File: src/include/ccc_pkg.sv
// Purpose: Constants for the clock/calendar counter bank
// Assumes: Byte-wide register port, offsets as memory locations
// Notes:   Control/status bit positions and timer unit codes are local picks
package ccc_pkg;
    // Register offsets
    localparam logic [7:0] OFS_CTRL_STATUS   = 8'h00;
    localparam logic [7:0] OFS_HUNDREDTHS    = 8'h01;
    localparam logic [7:0] OFS_SECONDS       = 8'h02;
    localparam logic [7:0] OFS_MINUTES       = 8'h03;
    localparam logic [7:0] OFS_HOURS         = 8'h04;
    localparam logic [7:0] OFS_YEAR_DATE     = 8'h05;
    localparam logic [7:0] OFS_WEEKDAY_MONTH = 8'h06;
    localparam logic [7:0] OFS_TIMER         = 8'h07;
    localparam logic [7:0] OFS_ALARM_CONTROL = 8'h08;
    // Control/status fields
    localparam int CS_STOP_BIT   = 7;
    localparam int CS_MODE_LSB   = 4;
    localparam int CS_MASK_BIT   = 3;
    localparam int CS_AL_EN_BIT  = 2;
    // Hours fields
    localparam int HR_FMT12_BIT  = 7;
    localparam int HR_PM_BIT     = 6;
    // Alarm control timer unit field
    localparam int AC_TSEL_LSB   = 0;
    localparam logic [2:0] TSEL_HUND = 3'h1;
    localparam logic [2:0] TSEL_SEC  = 3'h2;
    localparam logic [2:0] TSEL_MIN  = 3'h3;
    localparam logic [2:0] TSEL_HOUR = 3'h4;
    // Reset values
    localparam logic [7:0] RST_CTRL_STATUS = 8'h00;
    localparam logic [7:0] RST_ZERO        = 8'h00;
    localparam logic [7:0] RST_YEAR_DATE   = 8'h01;
    localparam logic [7:0] RST_WDAY_MONTH  = 8'h01;
    // Counter limits (BCD)
    localparam logic [7:0] LIM_HUND  = 8'h99;
    localparam logic [7:0] LIM_SIXTY = 8'h59;
    localparam logic [5:0] LIM_H24   = 6'h23;
    localparam logic [5:0] H12_TOP   = 6'h12;
    localparam logic [5:0] H12_TURN  = 6'h11;
    localparam logic [4:0] LIM_MONTH = 5'h12;
    localparam logic [2:0] LIM_WDAY  = 3'h6;
    localparam logic [5:0] DATE_31   = 6'h31;
    localparam logic [5:0] DATE_30   = 6'h30;
    localparam logic [5:0] DATE_29   = 6'h29;
    localparam logic [5:0] DATE_28   = 6'h28;
    localparam logic [23:0] LIM_EVENT = 24'h999999;

    typedef enum logic [1:0] {
        MODE_XTAL  = 2'b00,
        MODE_F50   = 2'b01,
        MODE_EVENT = 2'b10
    } ccc_mode_t;
endpackage

File: src/hdl/ccc_counters.sv
// Purpose: Counter bank of a clock/calendar with event-counter mode
// Assumes: Byte register port driven by a serial-bus slave on clk_sys
// Notes:   Reads of 01..07 return values captured at the read-cycle start
//
// Summary of operation
// - Hours register top bit selects 12-hour or 24-hour counting.
// - Year and BCD date share the byte at location 05.
// - Weekday and BCD month share the byte at location 06.
// - Mask flag set hides year and weekday fields on reads.
// - Event mode keeps six BCD digits, least significant first.
// - Event mode bypasses the divider; each event increments directly.
// - Clock counters wrap and carry at their documented limits.
// - Date wraps by month length, February by leap year zero.
// - Timer counts 00 to 99 and never carries onward.
// - Alarm control takes effect only while alarm enable is set.
// - Alarm control governs alarm, timer and interrupt functions.
// - Control/status selects crystal, 50 Hz or event-counter mode.
// - Read-cycle start latches all counters into capture registers.
// - Writing one counter leaves all others unchanged.
// - Crystal mode advances counters on a 100 Hz tick.
`timescale 1ns/10ps
module ccc_counters
    import ccc_pkg::*;
(
    input  wire logic       clk_sys,
    input  wire logic       rstn,
    input  wire logic       ce,
    input  wire logic       tick_100hz,
    input  wire logic       osc_in_pin,
    input  wire logic       rd_start,
    input  wire logic       rd_en,
    input  wire logic       wr_en,
    input  wire logic [7:0] addr,
    input  wire logic [7:0] wr_data,
    output logic      [7:0] rd_data,
    output logic      [7:0] alarm_ctrl_active,
    output logic            timer_wrap
);
    import ccc_pkg::*;

    logic [7:0] cnt_ff [0:7];
    logic [7:0] nxt_cnt [0:7];
    logic [7:0] cap_ff [1:7];
    logic [7:0] nxt_cap [1:7];
    logic [7:0] actl_ff, nxt_actl;
    logic [7:0] rd_data_ff, nxt_rd_data;
    logic [7:0] actl_act_ff, nxt_actl_act;
    logic       twrap_ff, nxt_twrap;
    logic [2:0] pin_ff, nxt_pin;

    ccc_mode_t mode;
    logic      tick_clk;
    logic      tick_evt;

    function automatic logic [7:0] bcd_inc(input logic [7:0] v);
        if (v[3:0] == 4'h9) begin
            bcd_inc = {v[7:4] + 4'h1, 4'h0};
        end else begin
            bcd_inc = {v[7:4], v[3:0] + 4'h1};
        end
    endfunction

    assign mode = ccc_mode_t'(cnt_ff[0][CS_MODE_LSB +: 2]);

    // Pin edges: 50 Hz reference counts both edges to form 100 Hz
    always_comb begin
        tick_clk = 1'b0;
        tick_evt = 1'b0;
        unique case (mode)
            MODE_XTAL:  tick_clk = tick_100hz;
            MODE_F50:   tick_clk = pin_ff[1] ^ pin_ff[2];
            MODE_EVENT: tick_evt = pin_ff[1] & ~pin_ff[2];
            default:    tick_clk = 1'b0;
        endcase
        if (cnt_ff[0][CS_STOP_BIT]) begin
            tick_clk = 1'b0;
            tick_evt = 1'b0;
        end
    end

    always_comb begin
        logic       c_hund, c_sec, c_min, c_day, t_inc;
        logic [5:0] hr, dmax;
        logic [4:0] mon;
        logic [2:0] tsel;
        logic [23:0] ev;
        logic [7:0] hr_inc, mon_inc, date_inc;
        c_hund = 1'b0;
        c_sec  = 1'b0;
        c_min  = 1'b0;
        c_day  = 1'b0;
        t_inc  = 1'b0;
        hr     = cnt_ff[4][5:0];
        mon    = cnt_ff[6][4:0];
        dmax   = DATE_31;
        tsel   = 3'h0;
        ev     = {cnt_ff[3], cnt_ff[2], cnt_ff[1]};
        // Increments worked out once, sliced where used
        hr_inc   = bcd_inc({2'b00, hr});
        mon_inc  = bcd_inc({3'b000, mon});
        date_inc = bcd_inc({2'b00, cnt_ff[5][5:0]});
        nxt_pin = {pin_ff[1:0], osc_in_pin};
        for (int i = 0; i < 8; i++) begin
            nxt_cnt[i] = cnt_ff[i];
        end
        nxt_actl  = actl_ff;
        nxt_twrap = 1'b0;
        // Alarm control is inert unless alarm enable is set
        nxt_actl_act = cnt_ff[0][CS_AL_EN_BIT] ? actl_ff : RST_ZERO;
        tsel = actl_act_ff[AC_TSEL_LSB +: 3];

        if (tick_clk) begin
            nxt_cnt[1] = (cnt_ff[1] == LIM_HUND) ? RST_ZERO : bcd_inc(cnt_ff[1]);
            c_hund = (cnt_ff[1] == LIM_HUND);
            if (c_hund) begin
                c_sec = (cnt_ff[2] == LIM_SIXTY);
                nxt_cnt[2] = c_sec ? RST_ZERO : bcd_inc(cnt_ff[2]);
            end
            if (c_sec) begin
                c_min = (cnt_ff[3] == LIM_SIXTY);
                nxt_cnt[3] = c_min ? RST_ZERO : bcd_inc(cnt_ff[3]);
            end
            if (c_min) begin
                if (cnt_ff[4][HR_FMT12_BIT]) begin
                    // 12 h: 12 -> 01, 11 -> 12 flips AM/PM
                    if (hr == H12_TOP) begin
                        nxt_cnt[4][5:0] = 6'h01;
                    end else begin
                        nxt_cnt[4][5:0] = hr_inc[5:0];
                    end
                    if (hr == H12_TURN) begin
                        nxt_cnt[4][HR_PM_BIT] = ~cnt_ff[4][HR_PM_BIT];
                        c_day = cnt_ff[4][HR_PM_BIT];
                    end
                end else begin
                    c_day = (hr == LIM_H24);
                    nxt_cnt[4][5:0] = c_day ? 6'h00 : hr_inc[5:0];
                end
            end
            if (c_day) begin
                // Month length picks the date wrap point
                if (mon == 5'h02) begin
                    dmax = (cnt_ff[5][7:6] == 2'd0) ? DATE_29 : DATE_28;
                end else if (mon == 5'h04 || mon == 5'h06 || mon == 5'h09 || mon == 5'h11) begin
                    dmax = DATE_30;
                end
                nxt_cnt[6][7:5] = (cnt_ff[6][7:5] == LIM_WDAY) ? 3'h0 : cnt_ff[6][7:5] + 3'h1;
                if (cnt_ff[5][5:0] == dmax) begin
                    nxt_cnt[5][5:0] = 6'h01;
                    if (mon == LIM_MONTH) begin
                        nxt_cnt[6][4:0] = 5'h01;
                        nxt_cnt[5][7:6] = cnt_ff[5][7:6] + 2'd1;
                    end else begin
                        nxt_cnt[6][4:0] = mon_inc[4:0];
                    end
                end else begin
                    nxt_cnt[5][5:0] = date_inc[5:0];
                end
            end
            unique case (tsel)
                TSEL_HUND: t_inc = 1'b1;
                TSEL_SEC:  t_inc = c_hund;
                TSEL_MIN:  t_inc = c_sec;
                TSEL_HOUR: t_inc = c_min;
                default:   t_inc = c_day;
            endcase
            if (t_inc) begin
                nxt_twrap  = (cnt_ff[7] == LIM_HUND);
                nxt_cnt[7] = nxt_twrap ? RST_ZERO : bcd_inc(cnt_ff[7]);
            end
        end

        if (tick_evt) begin
            // Ripple through six digits, low digit first
            if (ev == LIM_EVENT) begin
                ev = 24'h000000;
            end else begin
                for (int d = 0; d < 6; d++) begin
                    if (ev[d*4 +: 4] == 4'h9) begin
                        ev[d*4 +: 4] = 4'h0;
                    end else begin
                        ev[d*4 +: 4] = ev[d*4 +: 4] + 4'h1;
                        break;
                    end
                end
            end
            {nxt_cnt[3], nxt_cnt[2], nxt_cnt[1]} = ev;
        end

        // A write overrides only its own location
        if (wr_en) begin
            if (addr <= OFS_TIMER) begin
                nxt_cnt[addr[2:0]] = wr_data;
            end else if (addr == OFS_ALARM_CONTROL) begin
                nxt_actl = wr_data;
            end
        end

        for (int i = 1; i < 8; i++) begin
            nxt_cap[i] = rd_start ? cnt_ff[i] : cap_ff[i];
        end

        nxt_rd_data = rd_data_ff;
        if (rd_en) begin
            if (addr == OFS_CTRL_STATUS) begin
                nxt_rd_data = cnt_ff[0];
            end else if (addr <= OFS_TIMER) begin
                nxt_rd_data = cap_ff[addr[2:0]];
                if (cnt_ff[0][CS_MASK_BIT] && addr == OFS_YEAR_DATE) begin
                    nxt_rd_data[7:6] = 2'b00;
                end
                if (cnt_ff[0][CS_MASK_BIT] && addr == OFS_WEEKDAY_MONTH) begin
                    nxt_rd_data[7:5] = 3'b000;
                end
            end else if (addr == OFS_ALARM_CONTROL) begin
                nxt_rd_data = actl_ff;
            end else begin
                nxt_rd_data = RST_ZERO;
            end
        end
    end

    always_ff @(posedge clk_sys or negedge rstn) begin
        if (!rstn) begin
            cnt_ff[0] <= RST_CTRL_STATUS;
            cnt_ff[1] <= RST_ZERO;
            cnt_ff[2] <= RST_ZERO;
            cnt_ff[3] <= RST_ZERO;
            cnt_ff[4] <= RST_ZERO;
            cnt_ff[5] <= RST_YEAR_DATE;
            cnt_ff[6] <= RST_WDAY_MONTH;
            cnt_ff[7] <= RST_ZERO;
            for (int i = 1; i < 8; i++) begin
                cap_ff[i] <= RST_ZERO;
            end
            actl_ff     <= RST_ZERO;
            actl_act_ff <= RST_ZERO;
            rd_data_ff  <= RST_ZERO;
            twrap_ff    <= 1'b0;
            pin_ff      <= 3'b000;
        end else if (ce) begin
            for (int i = 0; i < 8; i++) begin
                cnt_ff[i] <= nxt_cnt[i];
            end
            for (int i = 1; i < 8; i++) begin
                cap_ff[i] <= nxt_cap[i];
            end
            actl_ff     <= nxt_actl;
            actl_act_ff <= nxt_actl_act;
            rd_data_ff  <= nxt_rd_data;
            twrap_ff    <= nxt_twrap;
            pin_ff      <= nxt_pin;
        end
    end

    assign rd_data           = rd_data_ff;
    assign alarm_ctrl_active = actl_act_ff;
    assign timer_wrap        = twrap_ff;
endmodule

File: config.mk
export PLATFORM = sky130hd
export DESIGN_NAME = ccc_counters
export DESIGN_NICKNAME = d
export VERILOG_FILES = /design/src/include/ccc_pkg.sv /design/src/hdl/ccc_counters.sv
export SDC_FILE = /design/constraint.sdc
export NUM_CORES = 1
export LEC_CHECK = 0
export BUFFER_PORTS_ARGS = -buffer_cell sky130_fd_sc_hd__buf_4
export CELL_PAD_IN_SITES_DETAIL_PLACEMENT = 0
export CELL_PAD_IN_SITES_GLOBAL_PLACEMENT = 1
export CORE_MARGIN = 8
export CORE_UTILIZATION = 49
export CTS_CLUSTER_SIZE = 14
export DETAILED_ROUTE_END_ITERATION = 16
export PLACE_DENSITY_LB_ADDON = 0.1
export SLEW_MARGIN = 20
export SYNTH_ARGS = -nofsm -noshare
export SYNTH_HDL_FRONTEND = slang
export SYNTH_SLANG_ARGS = --single-unit
File: constraint.sdc
create_clock -name clk_sys -period 6.3 [get_ports clk_sys]
set_input_delay 0.63 -clock clk_sys [delete_from_list [all_inputs] [get_ports clk_sys]]
set_output_delay 0.63 -clock clk_sys [all_outputs]
set_load 0.01 [all_outputs]
==> impl_results.md, run 1 <==
- First-pass GRT wire length: 40210 microns
- Power Density: 250.9 nW/um^2
- Vias in the first global route: 7151
- CTS sink cnt: 148
- Worst EP required: 6.61 ns
- Period Utilization, post-route: 49.79%
- WL/cell: 22.52 microns
- YS warnings: 0
- Max cap viols: 0
- Io pins: 41
- Maximum fanout along the worst path: 11
- Fin Setup TNS: 0 ns
- Synth area leader: dfrtp_1
- Rows: 49
- Synthesized instance count: 885
- Gate power share: 12.7%
- Synth unique cells: 90
- Async S/R FF share, synth: 100.0%
- Top FF cell, synth: dfrtp_1
- Total setup buffers inserted after CTS: 0
- Switching Fraction: 30.14%
- Ant diodes: 0
- Status: complete, no violations
- Pin count of the biggest net entering global routing: 79
- GRT overflow: 0
- Critical Path Source Type: register
- Slew headroom: 35.68%
- Placeable core area: 17720 sq um
- Post_cts resized: 0
- Seq pwr share: 45.9%
- Die H: 149.6 microns
- Slew Viols, Final: 0
- Die extent in x: 149.6 microns
- Post-DP Area: 9071 sq um
- Worst Skew: 0.01302 ns
- Worst Hold Class: primary input to asynchronous set/reset pin
- Clock buffers created by TritonCTS: 17
- Leak: 4.138 nW
- Worst-margin pin slew: 0.9648 ns
- Worst hold slack: 0.2440 ns
- Post-synth top area share: 41.79%
- Syn nets: 933
- Clock transition at path regs: 0.07 ns
- CP peak stage delay: 0.64 ns
- Skew-Pair Late Insertion Delay: 0.44 ns
- Clock network power share: 41.4%
- Crit path from: pin_ff[1]
- 1st-iter DRT viols: 639
- GRT Resource Usage Total: 23.36%
- DRC: 0
- Placer Congestion: 0.8646
- CP Class: register to register
- Switch Pwr: 729.2 uW
- CP Data Arrival Time: 3.44 ns
- Slowest CP cell: a2111oi_4
- Initial core utilization: 49.34%
- Worst r2r src: pin_ff[1]
- RSZ-0062 raised after global routing: false
- Setup-failing EPs final: 0
- CTS H-tree depth: 4
- Nets: 939
- Area grow syn2layout: 10.29%
- Post-route ant nets: 0
- Pre-antenna DRT Iters: 6
- Crit-path cells: ha_1 -> nand2b_1 -> a2111oi_4 -> nand3_2 -> a211oi_2 -> a311oi_1 -> or3_1
- Synthesized cell area: 8742 sq um
- Total Power: 2.420 mW
- Max rail drop VDD: 202.4 uV
- IO Port Bufs: 40
- Sequential cell area fraction in the yosys report: 42.39%
- Layout cell share with drive strength beyond 1: 20.35%
- CTS tree: built
- Root Buffer: clkbuf_16
- Seq cells post-synth: 148
- Cts-stage hold buffer count: 0
- Finished Cell Area: 9642 sq um
- Ranking of synthesized cells by area: dfrtp_1 (42%), mux2_2 (7.9%), o21ai_0 (5.2%), nand2_1 (4.1%), ha_1 (3.4%)
- Vias per cell: 6.400
- F_max: 318.8 MHz
- P_int: 1.690 mW
- Mean Syn Cell Area: 9.878 sq um
- CTS max path bufs: 2
- Min Tclk post-route: 3.137 ns
- Detail Placement HPWL: 17550 microns
- Area of the die: 22370 sq um
- Initial antenna violation count: 1
- CP endpoint kind: register
- WL final: 25520 microns
- Final hold violation count: 0
- Post-synth EDFFs: 0
- Via count: 7251
power by group through the flow:
| stage | clock network [mW] | registers [mW] | logic (mW) |
|---|---|---|---|
| finish | 1.00 | 1.11 | 0.306 |
| global route | 1.05 | 1.12 | 0.339 |
| CTS | 1.02 | 1.11 | 0.308 |
| detailed placement | 0 | 1.13 | 0.307 |
| global placement | 0 | 1.12 | 0.297 |
| floorplan | 0 | 1.09 | 0.219 |
layout make-up:
class / instances / area [sq um]
Fill cell: 1621 / 8077
Multi-Input combinational cell: 636 / 4564
Sequential cell: 148 / 3706
Clock buffer: 18 / 439.2
Timing Repair Buffer: 48 / 364.1
Tap cell: 229 / 286.5
Inverter: 40 / 150.1
Clock inverter: 14 / 131.4
cells in the final DEF (no fill, tap or decap), drive strengths merged, types with 24 or more instances in the layout:
master and n:
dfrtp 146, nand2 96, o21ai 92, mux2 61, inv 51, buf 48, nor2 42, a21oi 24
ha 24, nand3 24
cells by family (layout without fill, tap and decap cells):
group | count (synthesis) | count (layout) | share of synthesized area, %
AO/OA/AOI/OAI | 256 | 256 | 20.08
AND/OR/NAND/NOR | 276 | 276 | 17.56
flip-flops | 148 | 148 | 42.39
XOR/XNOR | 5 | 5 | 0.5010
multiplexers | 75 | 75 | 10.61
buffers and inverters | 101 | 120 | 5.424
adder cells (fa/ha/maj) | 24 | 24 | 3.435
per-stage QoR:
step                      instances  util [%]  setup slack, ns
final                          1133     54.42            3.163
after global routing           1133     54.42            3.020
after CTS                      1133     54.42            3.216
after detailed placement       1101     51.20            3.241
after global placement         1101     51.20            3.358
after floorplan                 885         -            3.753
state kept, by name, indices dropped and copies added, names as in the netlist:
name	cells
cnt_ff	64
timer_wrap	1
rd_data	8
cap_ff	56
pin_ff	3
alarm_ctrl_active	8
actl_ff	8
critical path, delay by kind of cell (launching register included):
| family | cells | cell delay (ns) |
|---|---|---|
| compound gates | 3 | 1.43 |
| flops | 1 | 0.41 |
| simple gates | 3 | 0.85 |
| fa+ha+maj | 1 | 0.31 |
Yosys cell counts, types with 9 or more instances:
library cell / number
clkbuf_1: 34
a211oi_1: 11
a21o_1: 9
nand3_1: 23
a22oi_1: 13
nand4_1: 12
mux2_2: 61
a21oi_1: 24
nand2_1: 96
dfrtp_1: 146
a22o_1: 9
ha_1: 24
inv_1: 40
o21ai_0: 91
and3_1: 11
nor2_1: 40
nor3_1: 18
path summary, 6_finish.rpt:
check	end	slack (ns)	cells past startpoint
min	cap_ff[34]	0.24	1
max	cnt_ff[10]	3.16	7
min reg2reg	cap_ff[20]	0.48	2
max reg2reg	cnt_ff[10]	3.16	7
max in group asynchronous	rd_data[2]	4.62	2
min in group clk_sys	pin_ff[0]	0.43	2
per-layer routing:
layer  global-route usage [%]  vias up  part of all wire (%)
met4                    10.15        0                   3.1
met1                    31.46     3660                    44
met3                    3.357       50                   4.4
met2                    36.87      229                    48
li1                         -     3312                     -
met5                        0        -                     0
No activity file was read; power rests on OpenSTA's default activity.
==> inputs of run 2 (changes only) <==
==> constraint.sdc (replaced) <==
create_clock -name clk_sys -period 3.3 [get_ports clk_sys]
set_input_delay 0.33 -clock clk_sys [delete_from_list [all_inputs] [get_ports clk_sys]]
set_output_delay 0.33 -clock clk_sys [all_outputs]
set_load 0.01 [all_outputs]
==> run 2 against run 1 <==
Total power up 92%. First-iteration DRC count is 9.2% lower. Count of clock-buffer cells in the layout down 1. Critical path depth stayed put. Via count fell by 0.84%. Register-to-register slack got worse by 2.6 ns. Clock power increased by 94%. Fmax grew 14%. Cell area is 1.2% higher. Critical path type unchanged.
==> impl_results.md, run 2 (same netlist as run 1, synthesis figures left out) <==
- Status: complete, no violations
- Max cap viols: 0 (unchanged)
- Nets: 949 (+1.1%)
- Placeable core area: 17720 sq um (unchanged)
- WP buf/inv: 0 (unchanged)
- Slew headroom: 46.12% (+10 points)
- CP peak stage delay: 0.61 ns (-0.03 ns)
- Max reg flops: 64 (unchanged)
- CP Data Arrival Time: 3.07 ns (-0.37 ns)
- Vias per cell: 6.290 (-1.7%)
- Layout cell share with drive strength beyond 1: 21.12% (+0.76 points)
- Pre-CTS setup slack: 0.5754 ns (-2.666 ns)
- GRT Resource Usage Total: 23.51% (+0.14 points)
- Worst Skew: 0.01078 ns (-0.002245 ns)
- R2R setup slack: 0.54 ns (-2.62 ns)
- Filler cells: 1597 (-1.5%)
- Slowest CP cell: a2111oi_4
- GRT overflow: 0 (unchanged)
- Initial antenna violation count: 1 (unchanged)
- Non-filler cells, final: 1143 (+0.88%)
- Maximum fanout along the worst path: 8 (-3)
- CP endpoint kind: register
- CTS H-tree depth: 4 (unchanged)
- CTS max path bufs: 2 (unchanged)
- F_max: 362.3 MHz (+14%)
- Reg area: 3706 sq um (unchanged)
- Setup-failing EPs final: 0 (unchanged)
- Crit path from: pin_ff[1]
- Worst r2r src: pin_ff[1]
- Finished Cell Area: 9756 sq um (+1.2%)
- Most common cell after layout, fill and taps aside: dfrtp_1
- Min Tclk post-route: 2.760 ns (-0.3768 ns)
- Worst-margin pin slew: 0.8021 ns (-0.1627 ns)
- Worst hold slack: 0.1354 ns (-0.1086 ns)
- IO Port Bufs: 40 (unchanged)
- Crit-path cells: ha_1 -> nand2b_1 -> a2111oi_4 -> nand2_1 -> o21bai_1 -> o21ai_0 -> a22o_1
- Skew-Pair Late Insertion Delay: 0.43 ns (about the same)
- Largest registers: cnt_ff x64, cap_ff x56
- Footprint of the multi-input gates: 4564 sq um (unchanged)
- Area of the die: 22370 sq um (unchanged)
- Crit-path leading delay family: compound AO/OA/AOI/OAI gates
- Max rail drop VDD: 343.0 uV (+69%)
- Most frequent cells in the layout: dfrtp_1 (146), nand2_1 (95), o21ai_0 (91)
- Critical Path Source Type: register
- Largest register by flop count: cnt_ff
- CP Class: register to register
- Leak: 4.199 nW (+1.5%)
- CTS tree: built
- Total Power: 4.650 mW (+92%)
- Detail Placement HPWL: 18010 microns (+2.6%)
- Slew Viols, Final: 0 (unchanged)
- Pin count of the biggest net entering global routing: 80 (+1.3%)
- Placer Congestion: 0.8877 (+2.7%)
- Root Buffer: clkbuf_16
- 1st-iter DRT viols: 580 (-9.2%)
- Ant diodes: 0 (unchanged)
- Post-DP Area: 9164 sq um (+1.0%)
- Worst EP required: 3.61 ns (-3.00 ns)
- Fin util: 55.06% (+0.64 points)
- Via count: 7190 (-0.84%)
- CTS sink cnt: 148 (unchanged)
- RSZ-0062 raised after global routing: false
- Period Utilization, post-route: 83.63% (+34 points)
- WL final: 25510 microns (about the same)
- Die extent in x: 149.6 microns (unchanged)
- Clock buffers created by TritonCTS: 17 (unchanged)
- Post-Place Cells: 1110 (+0.82%)
- Die H: 149.6 microns (unchanged)
- Power Density: 476.7 nW/um^2 (+90%)
- Fin Setup TNS: 0 ns (unchanged)
- Area grow syn2layout: 11.59%
- Worst Hold Class: primary input to register
- Post-route ant nets: 0 (unchanged)
- DRC: 0 (unchanged)
- Io pins: 41 (unchanged)
- Vias in the first global route: 7118 (-0.46%)
- Final hold violation count: 0 (unchanged)
- Rows: 49 (unchanged)
- Hold_sp: osc_in_pin
- Initial core utilization: 49.34% (unchanged)
- Clock transition at path regs: 0.07 ns (about the same)
- Pre-antenna DRT Iters: 5 (-1)
- Final setup margin: 0.5402 ns (-2.623 ns)
- First-pass GRT wire length: 40330 microns (+0.31%)
- WL/cell: 22.32 microns (-0.88%)
-- run 2: repair_timing --
item,4_1_cts,5_1_grt
gates resized for setup,0,0
buffers inserted,0,0
endpoints found under the hold margin,61,0
hold buffers,1,0
-- run 2: cell type report --
| type | count | area share (%) |
|---|---|---|
| clock buffer | 17 | 4.361 |
| clock inverter | 15 | 1.603 |
| inverter | 40 | 1.539 |
| multi-input combinational | 636 | 46.79 |
| sequential | 148 | 37.99 |
| tap | 229 | 2.937 |
| timing repair buffer | 58 | 4.784 |
-- run 2: path summary, 6_finish.rpt --
| check | end | depth (start not counted) |
|---|---|---|
| max | cnt_ff[26] | 7 |
| min | pin_ff[0] | 2 |
| max reg2reg | cnt_ff[26] | 7 |
| min reg2reg | rd_data[5] | 2 |
| max in group asynchronous | cnt_ff[16] | 3 |
| min in group asynchronous | cap_ff[32] | 2 |
-- run 2: routing by layer --
layer | vias up | share of wire, % | global-route usage (%)
li1 | 3325 | - | -
met1 | 3620 | 44 | 31.17
met2 | 200 | 48 | 36.76
met3 | 45 | 4.7 | 4.596
met4 | 0 | 2.9 | 10.20
met5 | - | 0 | 0
-- run 2: power breakdown --
group | internal, mW | total [mW] | switching [mW]
Sequential | 1.96 | 2.12 | 0.162
Clock | 1.07 | 1.94 | 0.865
Combinational | 0.253 | 0.589 | 0.336
Total | 3.29 | 4.65 | 1.36
==> inputs of run 3 (changes only) <==
==> constraint.sdc (replaced) <==
create_clock -name clk_sys -period 2.7 [get_ports clk_sys]
set_input_delay 0.27 -clock clk_sys [delete_from_list [all_inputs] [get_ports clk_sys]]
set_output_delay 0.27 -clock clk_sys [all_outputs]
set_load 0.01 [all_outputs]
==> run 3 against run 2 <==
Sequential share of layout area decreased by 0.89 points. Largest cell class unchanged. Sequential cell count unchanged. Die area unchanged. Non-clock buffer count grew 27. Total power increased by 22%. Critical endpoint is now cnt_ff[37]. Worst setup slack got worse by 0.48 ns. Largest power group unchanged. Global-route usage down 0.19 points. Highest routed layer unchanged. Hold slack worse by 0.062 ns.
==> impl_results.md, run 3 (same netlist as run 1, synthesis figures left out) <==
- Status: complete, no violations
- Non-filler cells, final: 1170 (+2.4%)
- Reg2Reg Depth: 9 (+2)
- Post-route ant nets: 0 (unchanged)
- Max cap viols: 0 (unchanged)
- Pre-antenna DRT Iters: 5 (unchanged)
- GRT Resource Usage Total: 23.32% (-0.19 points)
- Max rail drop VDD: 359.4 uV (+4.8%)
- Max reg flops: 64 (unchanged)
- CTS max path bufs: 2 (unchanged)
- Crit path from: pin_ff[1]
- Via count: 7331 (+2.0%)
- Placeable core area: 17720 sq um (unchanged)
- WL final: 25630 microns (+0.45%)
- Critical Path Source Type: register
- Most common cell after layout, fill and taps aside: dfrtp_1
- Most frequent cells in the layout: dfrtp_1 (146), nand2_1 (95), o21ai_0 (91)
- Post-Place Cells: 1134 (+2.2%)
- Nets: 976 (+2.8%)
- Leak: 4.335 nW (+3.2%)
- Slew Viols, Final: 0 (unchanged)
- Root Buffer: clkbuf_16
- Rows: 49 (unchanged)
- CTS tree: built
- Clock buffers created by TritonCTS: 17 (unchanged)
- F_max: 379.4 MHz (+4.7%)
- Initial antenna violation count: 1 (unchanged)
- Ant diodes: 0 (unchanged)
- GRT overflow: 0 (unchanged)
- CP endpoint kind: register
- R2r endpoint: cnt_ff[37]
- Min Tclk post-route: 2.636 ns (-0.1238 ns)
- CTS sink cnt: 148 (unchanged)
- Clock transition at path regs: 0.06 ns (about the same)
- Io pins: 41 (unchanged)
- Pin count of the biggest net entering global routing: 64 (-20%)
- R2R setup slack: 0.06 ns (-0.48 ns)
- Worst EP required: 3.04 ns (-0.57 ns)
- Maximum fanout along the worst path: 6 (-2)
- Die H: 149.6 microns (unchanged)
- CP Class: register to register
- Die extent in x: 149.6 microns (unchanged)
- Fin util: 56.38% (+1.3 points)
- Power Density: 566.2 nW/um^2 (+19%)
- Initial core utilization: 49.34% (unchanged)
- RSZ-0062 raised after global routing: true
- Placer Congestion: 0.8641 (-2.7%)
- Setup-failing EPs final: 0 (unchanged)
- Worst Skew: 0.009521 ns (-0.001258 ns)
- WL/cell: 21.91 microns (-1.9%)
- Area grow syn2layout: 14.27%
- Vias in the first global route: 7183 (+0.91%)
- Critical Path End: cnt_ff[37]
- Skew-Pair Late Insertion Delay: 0.43 ns (about the same)
- 1st-iter DRT viols: 590 (+1.7%)
- DRC: 0 (unchanged)
- Worst-margin pin slew: 0.6643 ns (-0.1378 ns)
- Layout cell share with drive strength beyond 1: 23.80% (+2.7 points)
- Worst Hold Class: primary input to register
- Largest register by flop count: cnt_ff
- Final hold violation count: 0 (unchanged)
- First-pass GRT wire length: 40300 microns (about the same)
- Vias per cell: 6.266 (-0.39%)
- Worst r2r src: pin_ff[1]
- CTS H-tree depth: 4 (unchanged)
- Area of the die: 22370 sq um (unchanged)
- IO Port Bufs: 40 (unchanged)
- Filler cells: 1599 (+0.13%)
- Largest registers: cnt_ff x64, cap_ff x56
- Detail Placement HPWL: 18400 microns (+2.1%)
- Period Utilization, post-route: 97.63% (+14 points)
- CP Data Arrival Time: 2.98 ns (-0.09 ns)
- Slew headroom: 55.25% (+9.1 points)
run 3: how the worst min path moves through the flow:
stage | to | start | cells after the start
finish | pin_ff[0] | osc_in_pin | 2
global route | pin_ff[0] | osc_in_pin | 2
CTS | pin_ff[0] | osc_in_pin | 2
detailed placement | cap_ff[33] | rstn | 1
global placement | cap_ff[33] | rstn | 1
floorplan | actl_ff[0] | rstn | 0
run 3: timing repair:
action / 4_1_cts / 5_1_grt
hold endpoints to repair: 39 / 0
resized for setup: 0 / 9
setup buffers: 0 / 3
setup endpoints to repair: 0 / 14
hold buffers: 1 / 0
run 3: area by class of cell:
class / instances / area [sq um] / share of cell area [%]
Multi-Input combinational cell: 636 / 4592 / 45.97
Clock inverter: 14 / 143.9 / 1.440
Sequential cell: 148 / 3706 / 37.10
Tap cell: 229 / 286.5 / 2.868
Clock buffer: 18 / 429.2 / 4.296
Timing Repair Buffer: 85 / 681.9 / 6.826
Inverter: 40 / 150.1 / 1.503
run 3: power breakdown:
| group | internal, mW | switching (mW) | total (mW) |
|---|---|---|---|
| registers | 2.40 | 0.181 | 2.58 |
| clock network | 1.30 | 1.03 | 2.32 |
| logic | 0.323 | 0.432 | 0.755 |
| total | 4.02 | 1.64 | 5.66 |
run 3: critical path: stages (launching register included):
cell	delay, ns
dfrtp_1	0.40
ha_1	0.32
nand2b_1	0.24
a2111oi_4	0.38
buf_4	0.20
buf_4	0.12
a32oi_1	0.14
a2111oi_1	0.49
a21oi_1	0.08
o2bb2ai_1	0.19
run 3: metal layers:
metal	part of all wire, %	wire length (microns)	track usage [%]
met4	3.0	766	9.339
met5	0	0	0
met3	5.2	1342	4.173
met2	49	12480	37.30
met1	43	11040	30.75
run 3: per-stage QoR:
stage                     worst slack (ns)  TNS (ns)  power, mW  hold slack, ns  instance area, sq um
after floorplan                     0.2354         0      3.053        -0.02559                  8742
after global placement              0.1352         0      3.332          0.2306                  9356
after detailed placement           0.05989         0      3.368          0.2303                  9356
after CTS                          0.03944         0      5.694         0.06481                  9940
after global routing               -0.1065   -0.1248      5.882         0.06472                  9990
final                              0.06403         0      5.656         0.07385                  9990
